### config.mk
export PLATFORM = sky130hd
export DESIGN_NAME = err_word_enc
export DESIGN_NICKNAME = d
export VERILOG_FILES = /design/src/common/err_word_pkg.sv /design/src/hdl/err_word_enc.sv /design/src/hdl/lowest_set.sv /design/src/hdl/cfg_check.sv
export VERILOG_INCLUDE_DIRS = /design/src /design/src/common
export SDC_FILE = /design/constraint.sdc
export NUM_CORES = 1
export LEC_CHECK = 0
export ABC_AREA = 0
export BUFFER_PORTS_ARGS = -buffer_cell sky130_fd_sc_hd__buf_2
export CELL_PAD_IN_SITES_DETAIL_PLACEMENT = 1
export CELL_PAD_IN_SITES_GLOBAL_PLACEMENT = 1
export CORE_MARGIN = 2
export CORE_UTILIZATION = 40
export CTS_CLUSTER_SIZE = 24
export DETAILED_ROUTE_END_ITERATION = 8
export PLACE_DENSITY_LB_ADDON = 0.1
export SLEW_MARGIN = 20
export SYNTH_ARGS = -nofsm -noshare
export SYNTH_HDL_FRONTEND = slang
export SYNTH_SLANG_ARGS = --single-unit
### constraint.sdc
create_clock -name CLK -period 3.7 [get_ports CLK]
set_clock_uncertainty 0.2 [all_clocks]
set_input_delay 0.37 -clock CLK [delete_from_list [all_inputs] [get_ports CLK]]
set_output_delay 0.37 -clock CLK [all_outputs]
set_load 0.01 [all_outputs]
### src/common/err_word_map.svh
/*
  Register offsets, field codes, reset values and limits of the
  module error word encoder.
  Assumes a byte-addressed 32-bit classic Wishbone slave port.
*/
`ifndef ERR_WORD_MAP_SVH
`define ERR_WORD_MAP_SVH

// Register byte offsets
`define EW_OFF_WORD      8'h00
`define EW_OFF_CTRL      8'h04
`define EW_OFF_CALEN     8'h08
`define EW_OFF_CH0       8'h0C
`define EW_OFF_CH_LAST   8'h20
`define EW_OFF_IRQ_STAT  8'h24
`define EW_OFF_IRQ_MASK  8'h28

// Control register bit positions
`define EW_CTRL_RUN_BIT  0
`define EW_CTRL_CLR_BIT  1

// Error class codes, word bits 11..9
`define EW_CLASS_NONE    3'b000
`define EW_CLASS_HW      3'b001
`define EW_CLASS_CFG     3'b010

// Extended code base of hardware-specific causes
`define EW_EXT_SPEC      9'h100
`define EW_EXT_NONE      9'h000
`define EW_DONT_CARE     4'h0

// Interrupt status bit positions
`define EW_IRQ_HW_BIT    0
`define EW_IRQ_CFG_BIT   1

// Validity limits of configuration fields
`define EW_FILT_COUNT    3'h6
`define EW_FMT_COUNT     3'h6
`define EW_EXC_HI_RANGE  4'h8
`define EW_CALEN_MASK    16'h003F

// Reset values
`define EW_CH_CFG_RST    16'h0000
`define EW_CALEN_RST     16'h0000
`define EW_IRQ_MASK_RST  2'h0
`define EW_WORD_RST      16'h0201

`endif

### src/common/err_word_pkg.sv
/*
  Types of the module error word encoder: bus carriers, channel
  configuration layout, fault inputs and the encoder state.
  Assumes nothing beyond a SystemVerilog compiler.
*/
package err_word_pkg;

  // Classic Wishbone request from the master
  typedef struct packed {
    logic        cyc;
    logic        stb;
    logic        we;
    logic [7:0]  adr;
    logic [3:0]  sel;
    logic [31:0] dat;
  } wb_req_s;

  // Classic Wishbone answer to the master
  typedef struct packed {
    logic        ack;
    logic [31:0] dat;
  } wb_rsp_s;

  // One channel configuration word
  typedef struct packed {
    logic [2:0] rsv;
    logic       excite;
    logic [3:0] range;
    logic       pad1;
    logic [2:0] format;
    logic       pad0;
    logic [2:0] filter;
  } ch_cfg_s;

  // Hardware fault levels
  typedef struct packed {
    logic       general;
    logic       supply_loss;
    logic       rom;
    logic       eeprom;
    logic [5:0] cal;
    logic [5:0] adc;
  } hw_fault_s;

  // Whole state of the encoder
  typedef struct packed {
    ch_cfg_s [5:0] cfg;
    logic [15:0]   cal_en;
    logic          run;
    logic [19:0]   cfg_err;
    logic          hw_seen;
    logic [1:0]    irq_stat;
    logic [1:0]    irq_mask;
    logic [15:0]   word;
    logic          irq;
    logic          ack;
    logic [31:0]   rdat;
  } enc_state_s;

endpackage

### src/hdl/err_word_enc.sv
/*
  Module error word encoder with its configuration registers,
  classic Wishbone slave and interrupt logic.
  Assumes all inputs synchronous to CLK; fault inputs are levels.
  Assumes one request at a time, answered one cycle after it is
  taken; a rejected configuration write is still acknowledged.
  Assumes software leaves the power-up state by setting the run bit.
*/
`timescale 1ns/1ps
`include "err_word_map.svh"
module err_word_enc
  import err_word_pkg::*;
#(
  parameter int CHANNELS = 6
)(
  input  wire logic          CLK,
  input  wire logic          RST_N,
  input  wire wb_req_s       WB_REQ,
  output wb_rsp_s            WB_RSP,
  input  wire hw_fault_s     HW_FAULT,
  output logic [15:0]        ERR_WORD,
  output ch_cfg_s [5:0]      CH_CFG,
  output logic [15:0]        CAL_EN,
  output logic               IRQ
);

  ////////////////////////////////////////////////////////////////////
  // Declarations

  localparam int HW_N  = 17;
  localparam int CFG_N = 20;

  // State and its next value
  enc_state_s                 s;
  enc_state_s                 next_s;

  // Cause vectors and search results
  logic [HW_N-1:0]            hw_vec;
  logic                       hw_found;
  logic [$clog2(HW_N)-1:0]    hw_idx;
  logic                       cfg_found;
  logic [$clog2(CFG_N)-1:0]   cfg_idx;
  logic [8:0]                 hw_ext;

  // Bus decode and channel candidate
  logic                       take;
  logic                       is_ch;
  logic [7:0]                 ch_off;
  logic [2:0]                 ch;
  ch_cfg_s                    cand;

  // Candidate field checks
  logic                       filt_bad;
  logic                       fmt_bad;
  logic                       exc_bad;
  logic                       rsv_bad;

  // Calibration candidate and events of the cycle
  logic [15:0]                cal_cand;
  logic [CFG_N-1:0]           cfg_set;
  logic                       cfg_clr;
  logic                       cfg_rej;
  logic                       rd_clear;
  logic                       hw_rise;
  logic [1:0]                 irq_next;

  ////////////////////////////////////////////////////////////////////
  // Cause vectors and priority search

  // Hardware causes in code order
  assign hw_vec = {HW_FAULT.adc,
                   HW_FAULT.cal,
                   HW_FAULT.eeprom,
                   HW_FAULT.rom,
                   HW_FAULT.supply_loss,
                   ~s.run,
                   HW_FAULT.general};

  // Lowest hardware code wins
  lowest_set #(
    .W     (HW_N)
  ) u_hw_pick (
    .vec   (hw_vec),
    .found (hw_found),
    .idx   (hw_idx)
  );

  // Lowest configuration code wins
  lowest_set #(
    .W     (CFG_N)
  ) u_cfg_pick (
    .vec   (s.cfg_err),
    .found (cfg_found),
    .idx   (cfg_idx)
  );

  // Extended code of the chosen hardware cause
  always_comb
  begin
    if (hw_idx < 5'd2)
    begin
      hw_ext = {4'h0, hw_idx};
    end
    else
    begin
      hw_ext = `EW_EXT_SPEC + {4'h0, hw_idx - 5'd2};
    end
  end

  ////////////////////////////////////////////////////////////////////
  // Address decode and candidate configuration

  // Channel register window
  assign take   = WB_REQ.cyc && WB_REQ.stb && !s.ack;
  assign ch_off = WB_REQ.adr - `EW_OFF_CH0;
  assign ch     = ch_off[4:2];
  assign is_ch  = (WB_REQ.adr >= `EW_OFF_CH0) && (WB_REQ.adr <= `EW_OFF_CH_LAST)
                  && (WB_REQ.adr[1:0] == 2'b00);

  // Byte-lane merge into the addressed channel word
  always_comb
  begin
    cand = '0;
    if (is_ch)
    begin
      cand = s.cfg[ch]; // Only in-window indexes are read
    end
    if (WB_REQ.sel[0])
    begin
      cand[7:0] = WB_REQ.dat[7:0];
    end
    if (WB_REQ.sel[1])
    begin
      cand[15:8] = WB_REQ.dat[15:8];
    end
  end

  // Byte-lane merge into the calibration enable word
  always_comb
  begin
    cal_cand = s.cal_en;
    if (WB_REQ.sel[0])
    begin
      cal_cand[7:0] = WB_REQ.dat[7:0];
    end
    if (WB_REQ.sel[1])
    begin
      cal_cand[15:8] = WB_REQ.dat[15:8];
    end
  end

  // Field checks of the candidate
  cfg_check u_check (
    .cfg      (cand),
    .filt_bad (filt_bad),
    .fmt_bad  (fmt_bad),
    .exc_bad  (exc_bad),
    .rsv_bad  (rsv_bad)
  );

  ////////////////////////////////////////////////////////////////////
  // Next state

  // Bus access, validation, flags and status word
  always_comb
  begin
    next_s   = s;
    cfg_set  = '0;
    cfg_clr  = 1'b0;
    cfg_rej  = 1'b0;
    rd_clear = 1'b0;

    // Ack and read data stand one cycle
    next_s.ack  = take;
    next_s.rdat = 32'h0000_0000;

    // Read data, unmapped reads as zero
    if (take && !WB_REQ.we)
    begin
      if (is_ch)
      begin
        next_s.rdat = {16'h0000, s.cfg[ch]};
      end
      else
      begin
        case (WB_REQ.adr)
          `EW_OFF_WORD:     next_s.rdat = {16'h0000, s.word};
          `EW_OFF_CTRL:     next_s.rdat = {31'h0000_0000, s.run};
          `EW_OFF_CALEN:    next_s.rdat = {16'h0000, s.cal_en};
          `EW_OFF_IRQ_STAT:
          begin
            next_s.rdat = {30'h0000_0000, s.irq_stat};
            rd_clear    = 1'b1;
          end
          `EW_OFF_IRQ_MASK: next_s.rdat = {30'h0000_0000, s.irq_mask};
          default:          next_s.rdat = 32'h0000_0000;
        endcase
      end
    end

    // Writes; unmapped and read-only writes are ignored
    if (take && WB_REQ.we)
    begin
      if (is_ch)
      begin
        if (filt_bad || fmt_bad || exc_bad || rsv_bad)
        begin
          cfg_rej              = 1'b1;
          cfg_set[0]           = rsv_bad;
          cfg_set[1 + ch]      = filt_bad;
          cfg_set[7 + ch]      = fmt_bad;
          cfg_set[13 + ch]     = exc_bad;
        end
        else
        begin
          next_s.cfg[ch] = cand;
        end
      end
      else
      begin
        case (WB_REQ.adr)
          `EW_OFF_CTRL:
          begin
            if (WB_REQ.sel[0])
            begin
              next_s.run = WB_REQ.dat[`EW_CTRL_RUN_BIT];
              cfg_clr    = WB_REQ.dat[`EW_CTRL_CLR_BIT];
            end
          end
          `EW_OFF_CALEN:
          begin
            if ((cal_cand & ~`EW_CALEN_MASK) != 16'h0000)
            begin
              cfg_rej     = 1'b1;
              cfg_set[19] = 1'b1;
            end
            else
            begin
              next_s.cal_en = cal_cand;
            end
          end
          `EW_OFF_IRQ_MASK:
          begin
            if (WB_REQ.sel[0])
            begin
              next_s.irq_mask = WB_REQ.dat[1:0];
            end
          end
          default:
          begin
            next_s.cal_en = s.cal_en;
          end
        endcase
      end
    end

    // Sticky config causes, a new cause beats the clear
    // Clear comes from the control register bit
    next_s.cfg_err = (cfg_clr ? '0 : s.cfg_err) | cfg_set;

    // Entry into the hardware class
    hw_rise        = hw_found && !s.hw_seen;
    next_s.hw_seen = hw_found;

    // Sticky events, read clears, a new event beats the read
    irq_next = rd_clear ? 2'b00 : s.irq_stat;
    irq_next[`EW_IRQ_HW_BIT]  = irq_next[`EW_IRQ_HW_BIT] | hw_rise;
    irq_next[`EW_IRQ_CFG_BIT] = irq_next[`EW_IRQ_CFG_BIT] | cfg_rej;
    next_s.irq_stat = irq_next;
    next_s.irq      = |(irq_next & next_s.irq_mask);

    // Status word, hardware class first
    if (hw_found)
    begin
      next_s.word = {`EW_DONT_CARE, `EW_CLASS_HW, hw_ext};
    end
    else if (cfg_found)
    begin
      next_s.word = {`EW_DONT_CARE, `EW_CLASS_CFG, 4'h0, cfg_idx};
    end
    else
    begin
      next_s.word = {`EW_DONT_CARE, `EW_CLASS_NONE, `EW_EXT_NONE};
    end
  end

  ////////////////////////////////////////////////////////////////////
  // State register

  // Reset to the power-up state
  always_ff @(posedge CLK or negedge RST_N)
  begin
    if (!RST_N)
    begin
      // Every channel word back to its reset value
      for (int i = 0; i < CHANNELS; i++)
      begin
        s.cfg[i] <= `EW_CH_CFG_RST;
      end
      s.cal_en   <= `EW_CALEN_RST;
      s.run      <= 1'b0;
      s.cfg_err  <= '0;
      s.hw_seen  <= 1'b1;
      s.irq_stat <= 2'b00;
      s.irq_mask <= `EW_IRQ_MASK_RST;
      s.word     <= `EW_WORD_RST;
      s.irq      <= 1'b0;
      s.ack      <= 1'b0;
      s.rdat     <= 32'h0000_0000;
    end
    else
    begin
      s <= next_s;
    end
  end

  ////////////////////////////////////////////////////////////////////
  // Outputs, each straight from the state register

  // Bus answer
  assign WB_RSP.ack = s.ack;
  assign WB_RSP.dat = s.rdat;

  // Word, accepted settings and interrupt
  assign ERR_WORD   = s.word;
  assign CH_CFG     = s.cfg;
  assign CAL_EN     = s.cal_en;
  assign IRQ        = s.irq;

endmodule // err_word_enc

### src/hdl/lowest_set.sv
/*
  Finds the lowest set bit of a vector.
  Assumes a purely combinational use; no clock.
*/
`timescale 1ns/1ps
module lowest_set
  import err_word_pkg::*;
#(
  parameter int W = 8
)(
  input  wire logic [W-1:0]         vec,
  output logic                      found,
  output logic [$clog2(W)-1:0]      idx
);

  // Scan from the top so the lowest set bit wins
  always_comb
  begin
    found = 1'b0;
    idx   = '0;
    for (int i = W - 1; i >= 0; i--)
    begin
      if (vec[i])
      begin
        found = 1'b1;
        idx   = ($clog2(W))'(i);
      end
    end
  end

endmodule // lowest_set

### src/hdl/cfg_check.sv
/*
  Validity checks of one channel configuration word.
  Assumes the word is a candidate not yet accepted.
*/
`timescale 1ns/1ps
`include "err_word_map.svh"
module cfg_check
  import err_word_pkg::*;
(
  input  wire ch_cfg_s cfg,
  output logic         filt_bad,
  output logic         fmt_bad,
  output logic         exc_bad,
  output logic         rsv_bad
);

  // Unsupported codes and a weak current on a high range
  always_comb
  begin
    filt_bad = cfg.filter >= `EW_FILT_COUNT;
    fmt_bad  = cfg.format >= `EW_FMT_COUNT;
    exc_bad  = cfg.excite && (cfg.range >= `EW_EXC_HI_RANGE);
    rsv_bad  = (cfg.rsv != 3'h0) || cfg.pad1 || cfg.pad0;
  end

endmodule // cfg_check

==> impl_metrics.xml <==
<?xml version="1.0" encoding="UTF-8"?>
<metrics>
  <group name="drt">
    <metric name="via_count" unit="">7064</metric>
    <metric name="drt-pass1-iter-count" unit="">4</metric>
    <metric name="drt-total-wl" unit="um">27700</metric>
    <metric name="met2_length" unit="um">12500</metric>
    <metric name="route.detailed.wl_per_inst" unit="um">20.3</metric>
    <metric name="via_per_inst" unit="">5.18</metric>
    <metric name="detail_route.iter0.violations" unit="">387</metric>
    <metric name="route.detailed.drc" unit="">0</metric>
    <metric name="routed.top_layer" unit="">met4</metric>
    <metric name="wl_met1" unit="um">13600</metric>
    <metric name="antenna_violating_nets_post_route" unit="">0</metric>
    <metric name="detailroute.wirelength.met3" unit="um">1350</metric>
  </group>
  <group name="cts">
    <metric name="clock_slew_at_reported_path_ffs" unit="ns">0.07</metric>
    <metric name="clk_latency" unit="ns">0.45</metric>
    <metric name="cts.sinks" unit="">163</metric>
    <metric name="cts_inserted_buffers" unit="">17</metric>
    <metric name="cts.root.buffer_cell" unit="">sky130_fd_sc_hd__clkbuf_16</metric>
    <metric name="post_cts_setup_repair_bufs" unit="">0</metric>
    <metric name="post_cts_resized" unit="">0</metric>
    <metric name="cts_tree" unit="">built</metric>
    <metric name="cts.hold.buffers_added" unit="">3</metric>
    <metric name="number_of_levels_the_h_tree_was_split_into" unit="">4</metric>
    <metric name="clk_path_buf_depth" unit="">2</metric>
  </group>
  <group name="synth">
    <metric name="ys_seq_elements" unit="">163</metric>
    <metric name="postSynthCellCount" unit="">939</metric>
    <metric name="synth_compound_area_share" unit="%">11.4</metric>
    <metric name="post_synth_xor_area_fraction" unit="%">0.185</metric>
    <metric name="ys_async_sr_fraction" unit="%">100</metric>
    <metric name="synth_edf_count" unit="">0</metric>
    <metric name="synth_top_family_by_area" unit="">buffers and inverters</metric>
    <metric name="synth.area.top_cells" unit="">sky130_fd_sc_hd__dfrtp_1, sky130_fd_sc_hd__buf_4, sky130_fd_sc_hd__mux2_2</metric>
    <metric name="synth.yosys.seq_area_share" unit="%">43.1</metric>
    <metric name="synth.distinct_cells" unit="">58</metric>
    <metric name="synth_warn" unit="">0</metric>
    <metric name="postSynth.topFlopCell" unit="">sky130_fd_sc_hd__dfrtp_1</metric>
    <metric name="post_synthesis_mux_area_share" unit="%">13.4</metric>
    <metric name="synth-adder-area-share" unit="%">1.32</metric>
    <metric name="synthDominantCellAreaShare" unit="%">42.5</metric>
    <metric name="syn_avg_cell_area" unit="um2">10.1</metric>
    <metric name="mapped_cell_area" unit="um2">9470</metric>
    <metric name="synth_simple_gate_area_share" unit="%">14.9</metric>
    <metric name="cell_taking_the_most_area_after_synthesis" unit="">sky130_fd_sc_hd__dfrtp_1</metric>
  </group>
  <group name="setup_path">
    <metric name="regToRegStartpoint" unit="">CH_CFG[86]</metric>
    <metric name="timing.critical_path.fanout_max" unit="">14</metric>
    <metric name="critical_path_start_type" unit="">primary input</metric>
    <metric name="rr_worst_depth" unit="">11</metric>
    <metric name="critPathCaptureType" unit="">flop</metric>
    <metric name="worstReg2RegEnd" unit="">CH_CFG[47]</metric>
    <metric name="data_required_time_of_the_worst_path" unit="ns">3.83</metric>
    <metric name="crit_path_category" unit="">in2reg</metric>
    <metric name="cp.arrival" unit="ns">3.35</metric>
    <metric name="rrSetupSlack" unit="ns">0.69</metric>
  </group>
  <group name="sta">
    <metric name="layout_setup_ws" unit="ns">0.480</metric>
    <metric name="max_slew_margin" unit="%">44.1</metric>
    <metric name="max_freq" unit="MHz">311</metric>
    <metric name="finalMaxSlewViolations" unit="">0</metric>
    <metric name="measured_slew_at_the_worst_slew_check_pin" unit="ns">0.838</metric>
    <metric name="setup_tns" unit="ns">0</metric>
    <metric name="number_of_hold_violations_in_the_final_report" unit="">0</metric>
    <metric name="period_minus_slack" unit="ns">3.22</metric>
    <metric name="holdWs" unit="ns">0.0342</metric>
    <metric name="timing.final.setup_violations" unit="">0</metric>
    <metric name="grt_setup_unrepaired" unit="">false</metric>
    <metric name="timing.final.crit_share" unit="%">87.0</metric>
  </group>
  <group name="worst_hold_path">
    <metric name="hold_worst_path_end" unit="">ERR_WORD[0]</metric>
    <metric name="hold_depth" unit="">3</metric>
    <metric name="worst_hold_path_type" unit="">in2reg</metric>
    <metric name="timing.hold.worst.start" unit="">HW_FAULT[15]</metric>
  </group>
  <group name="global_routing">
    <metric name="antenna_violations_before_repair" unit="">5</metric>
    <metric name="maximum_number_of_pins_on_one_net_before_global_route_repair" unit="">87</metric>
    <metric name="wire_length_of_the_first_global_routing_pass" unit="um">42600</metric>
    <metric name="number_of_global_route_vias_before_repair" unit="">7036</metric>
    <metric name="global_route.usage.total" unit="%">22.9</metric>
    <metric name="grt-ovfl-total" unit="">0</metric>
  </group>
  <group name="placed_design">
    <metric name="preCtsSetupSlack" unit="ns">0.0174</metric>
    <metric name="detailed_place_hpwl" unit="um">21200</metric>
    <metric name="portBuffers" unit="">184</metric>
    <metric name="dp.cells" unit="">1325</metric>
    <metric name="gp_congestion" unit="">0.813</metric>
  </group>
  <group name="finish">
    <metric name="fill_cells" unit="">2685</metric>
    <metric name="finalNetCount" unit="">1103</metric>
    <metric name="post_route_utilization" unit="%">45.7</metric>
    <metric name="synthToLayoutAreaGrowth" unit="%">12.5</metric>
    <metric name="drive_above_1_share" unit="%">36.5</metric>
    <metric name="final_cell_count_no_fill" unit="">1365</metric>
  </group>
  <group name="power">
    <metric name="leakage_dissipation" unit="uW">0.00552</metric>
    <metric name="peakVddDrop" unit="mV">0.269</metric>
    <metric name="power_density" unit="nW/um2">373</metric>
  </group>
  <group name="floorplanning">
    <metric name="design.core.area" unit="um2">23300</metric>
    <metric name="design.die.area" unit="um2">24900</metric>
    <metric name="placement_rows" unit="">56</metric>
    <metric name="die_width" unit="um">158</metric>
    <metric name="design.portCount" unit="">227</metric>
    <metric name="effective_utilization_at_floorplan" unit="%">40.6</metric>
    <metric name="floorplan.die.height" unit="um">158</metric>
  </group>
  <group name="job">
    <metric name="max_cap_viol_count" unit="">0</metric>
  </group>
  <group name="run_status">
    <metric name="status" unit="">finished clean</metric>
  </group>
</metrics>
-- layout by cell type (no fill, tap or decap), drive strengths merged, types with 10 or more instances in the layout --
cell type,n
a21oi,45
a22o,15
a32o,13
and2,46
buf,246
clkbuf,18
conb,24
dfrtp,161
ha,10
inv,28
mux2,77
mux2i,20
nand2,72
nand3,36
nor2,46
nor3,23
o21ai,41
-- layout make-up --
type,count,area (um2),share of cell area [%]
sequential,163,4080,38.3
multi-input combinational,579,4010,37.6
timing repair buffer,249,1500,14.1
clock buffer,18,439,4.12
tap,319,399,3.75
clock inverter,14,148,1.39
inverter,18,72.6,0.681
antenna,5,12.5,0.117
-- worst max-delay path by stage --
stage                     from    endpoint  slack [ns]  cells past startpoint
finish              WB_REQ[38]  CH_CFG[47]        0.48                     13
global route        WB_REQ[38]  CH_CFG[84]        0.30                     14
CTS                 WB_REQ[38]  CH_CFG[47]        0.48                     13
detailed placement  WB_REQ[38]  CH_CFG[86]        0.02                     14
global placement    WB_REQ[38]  CH_CFG[86]        0.04                     14
floorplan           WB_REQ[38]  CH_CFG[82]        0.04                     13
-- critical path, stage by stage --
cell,delay (ns)
sky130_fd_sc_hd__buf_2,0.14
sky130_fd_sc_hd__ha_1,0.24
sky130_fd_sc_hd__xnor2_2,0.31
sky130_fd_sc_hd__buf_4,0.28
sky130_fd_sc_hd__mux4_2,0.33
sky130_fd_sc_hd__a21oi_1,0.27
sky130_fd_sc_hd__a31oi_1,0.26
sky130_fd_sc_hd__nor4b_4,0.32
sky130_fd_sc_hd__buf_4,0.21
sky130_fd_sc_hd__nand4_4,0.12
sky130_fd_sc_hd__buf_12,0.18
sky130_fd_sc_hd__buf_4,0.15
sky130_fd_sc_hd__and2_1,0.16
-- registers in the layout, indices dropped and copies added, names as in the netlist --
name and count:
CAL_EN 16, s 25, CH_CFG 96, WB_RSP 17, ERR_WORD 8, IRQ 1
-- metrics by stage --
step | cell area (um2) | power (uW)
floorplan | 9570 | 2060
global placement | 10000 | 2220
detailed placement | 10000 | 2230
CTS | 10600 | 4020
global route | 10600 | 4140
finish | 10700 | 3970
-- where the power goes --
part	internal, uW	switching [uW]	total (uW)	leakage (uW)
sequential	1790	6.42	1800	0.00226
combinational	136	263	399	0.00297
clock	923	857	1780	0.000291
-- kinds of logic (layout without fill, tap and decap cells) --
group	Yosys count	in the layout
mux	106	106
other cells	1	29
compound gates	165	165
xor+xnor	2	2
simple gates	272	272
fa+ha+maj	10	10
buf+inv	220	299
flops	163	163
-- Yosys cell counts, drive strengths merged, types with 9 or more instances --
cell type	instances
nor3	23
dfrtp	161
inv	17
nor2	46
buf	179
clkbuf	23
mux2	77
nor4	9
and2	46
a32o	13
mux2i	20
nand2	72
a22o	15
mux4	9
nand3	36
ha	10
a21oi	45
o21ai	41
-- per-layer routing --
layer | track usage (%) | vias to the layer above
met1 | 33.3 | 3539
met2 | 35.1 | 177
li1 | - | 3326
met3 | 4.43 | 22
met5 | 0 | -
met4 | 5.24 | 0
Note: power is estimated with default switching activity, not from simulation.
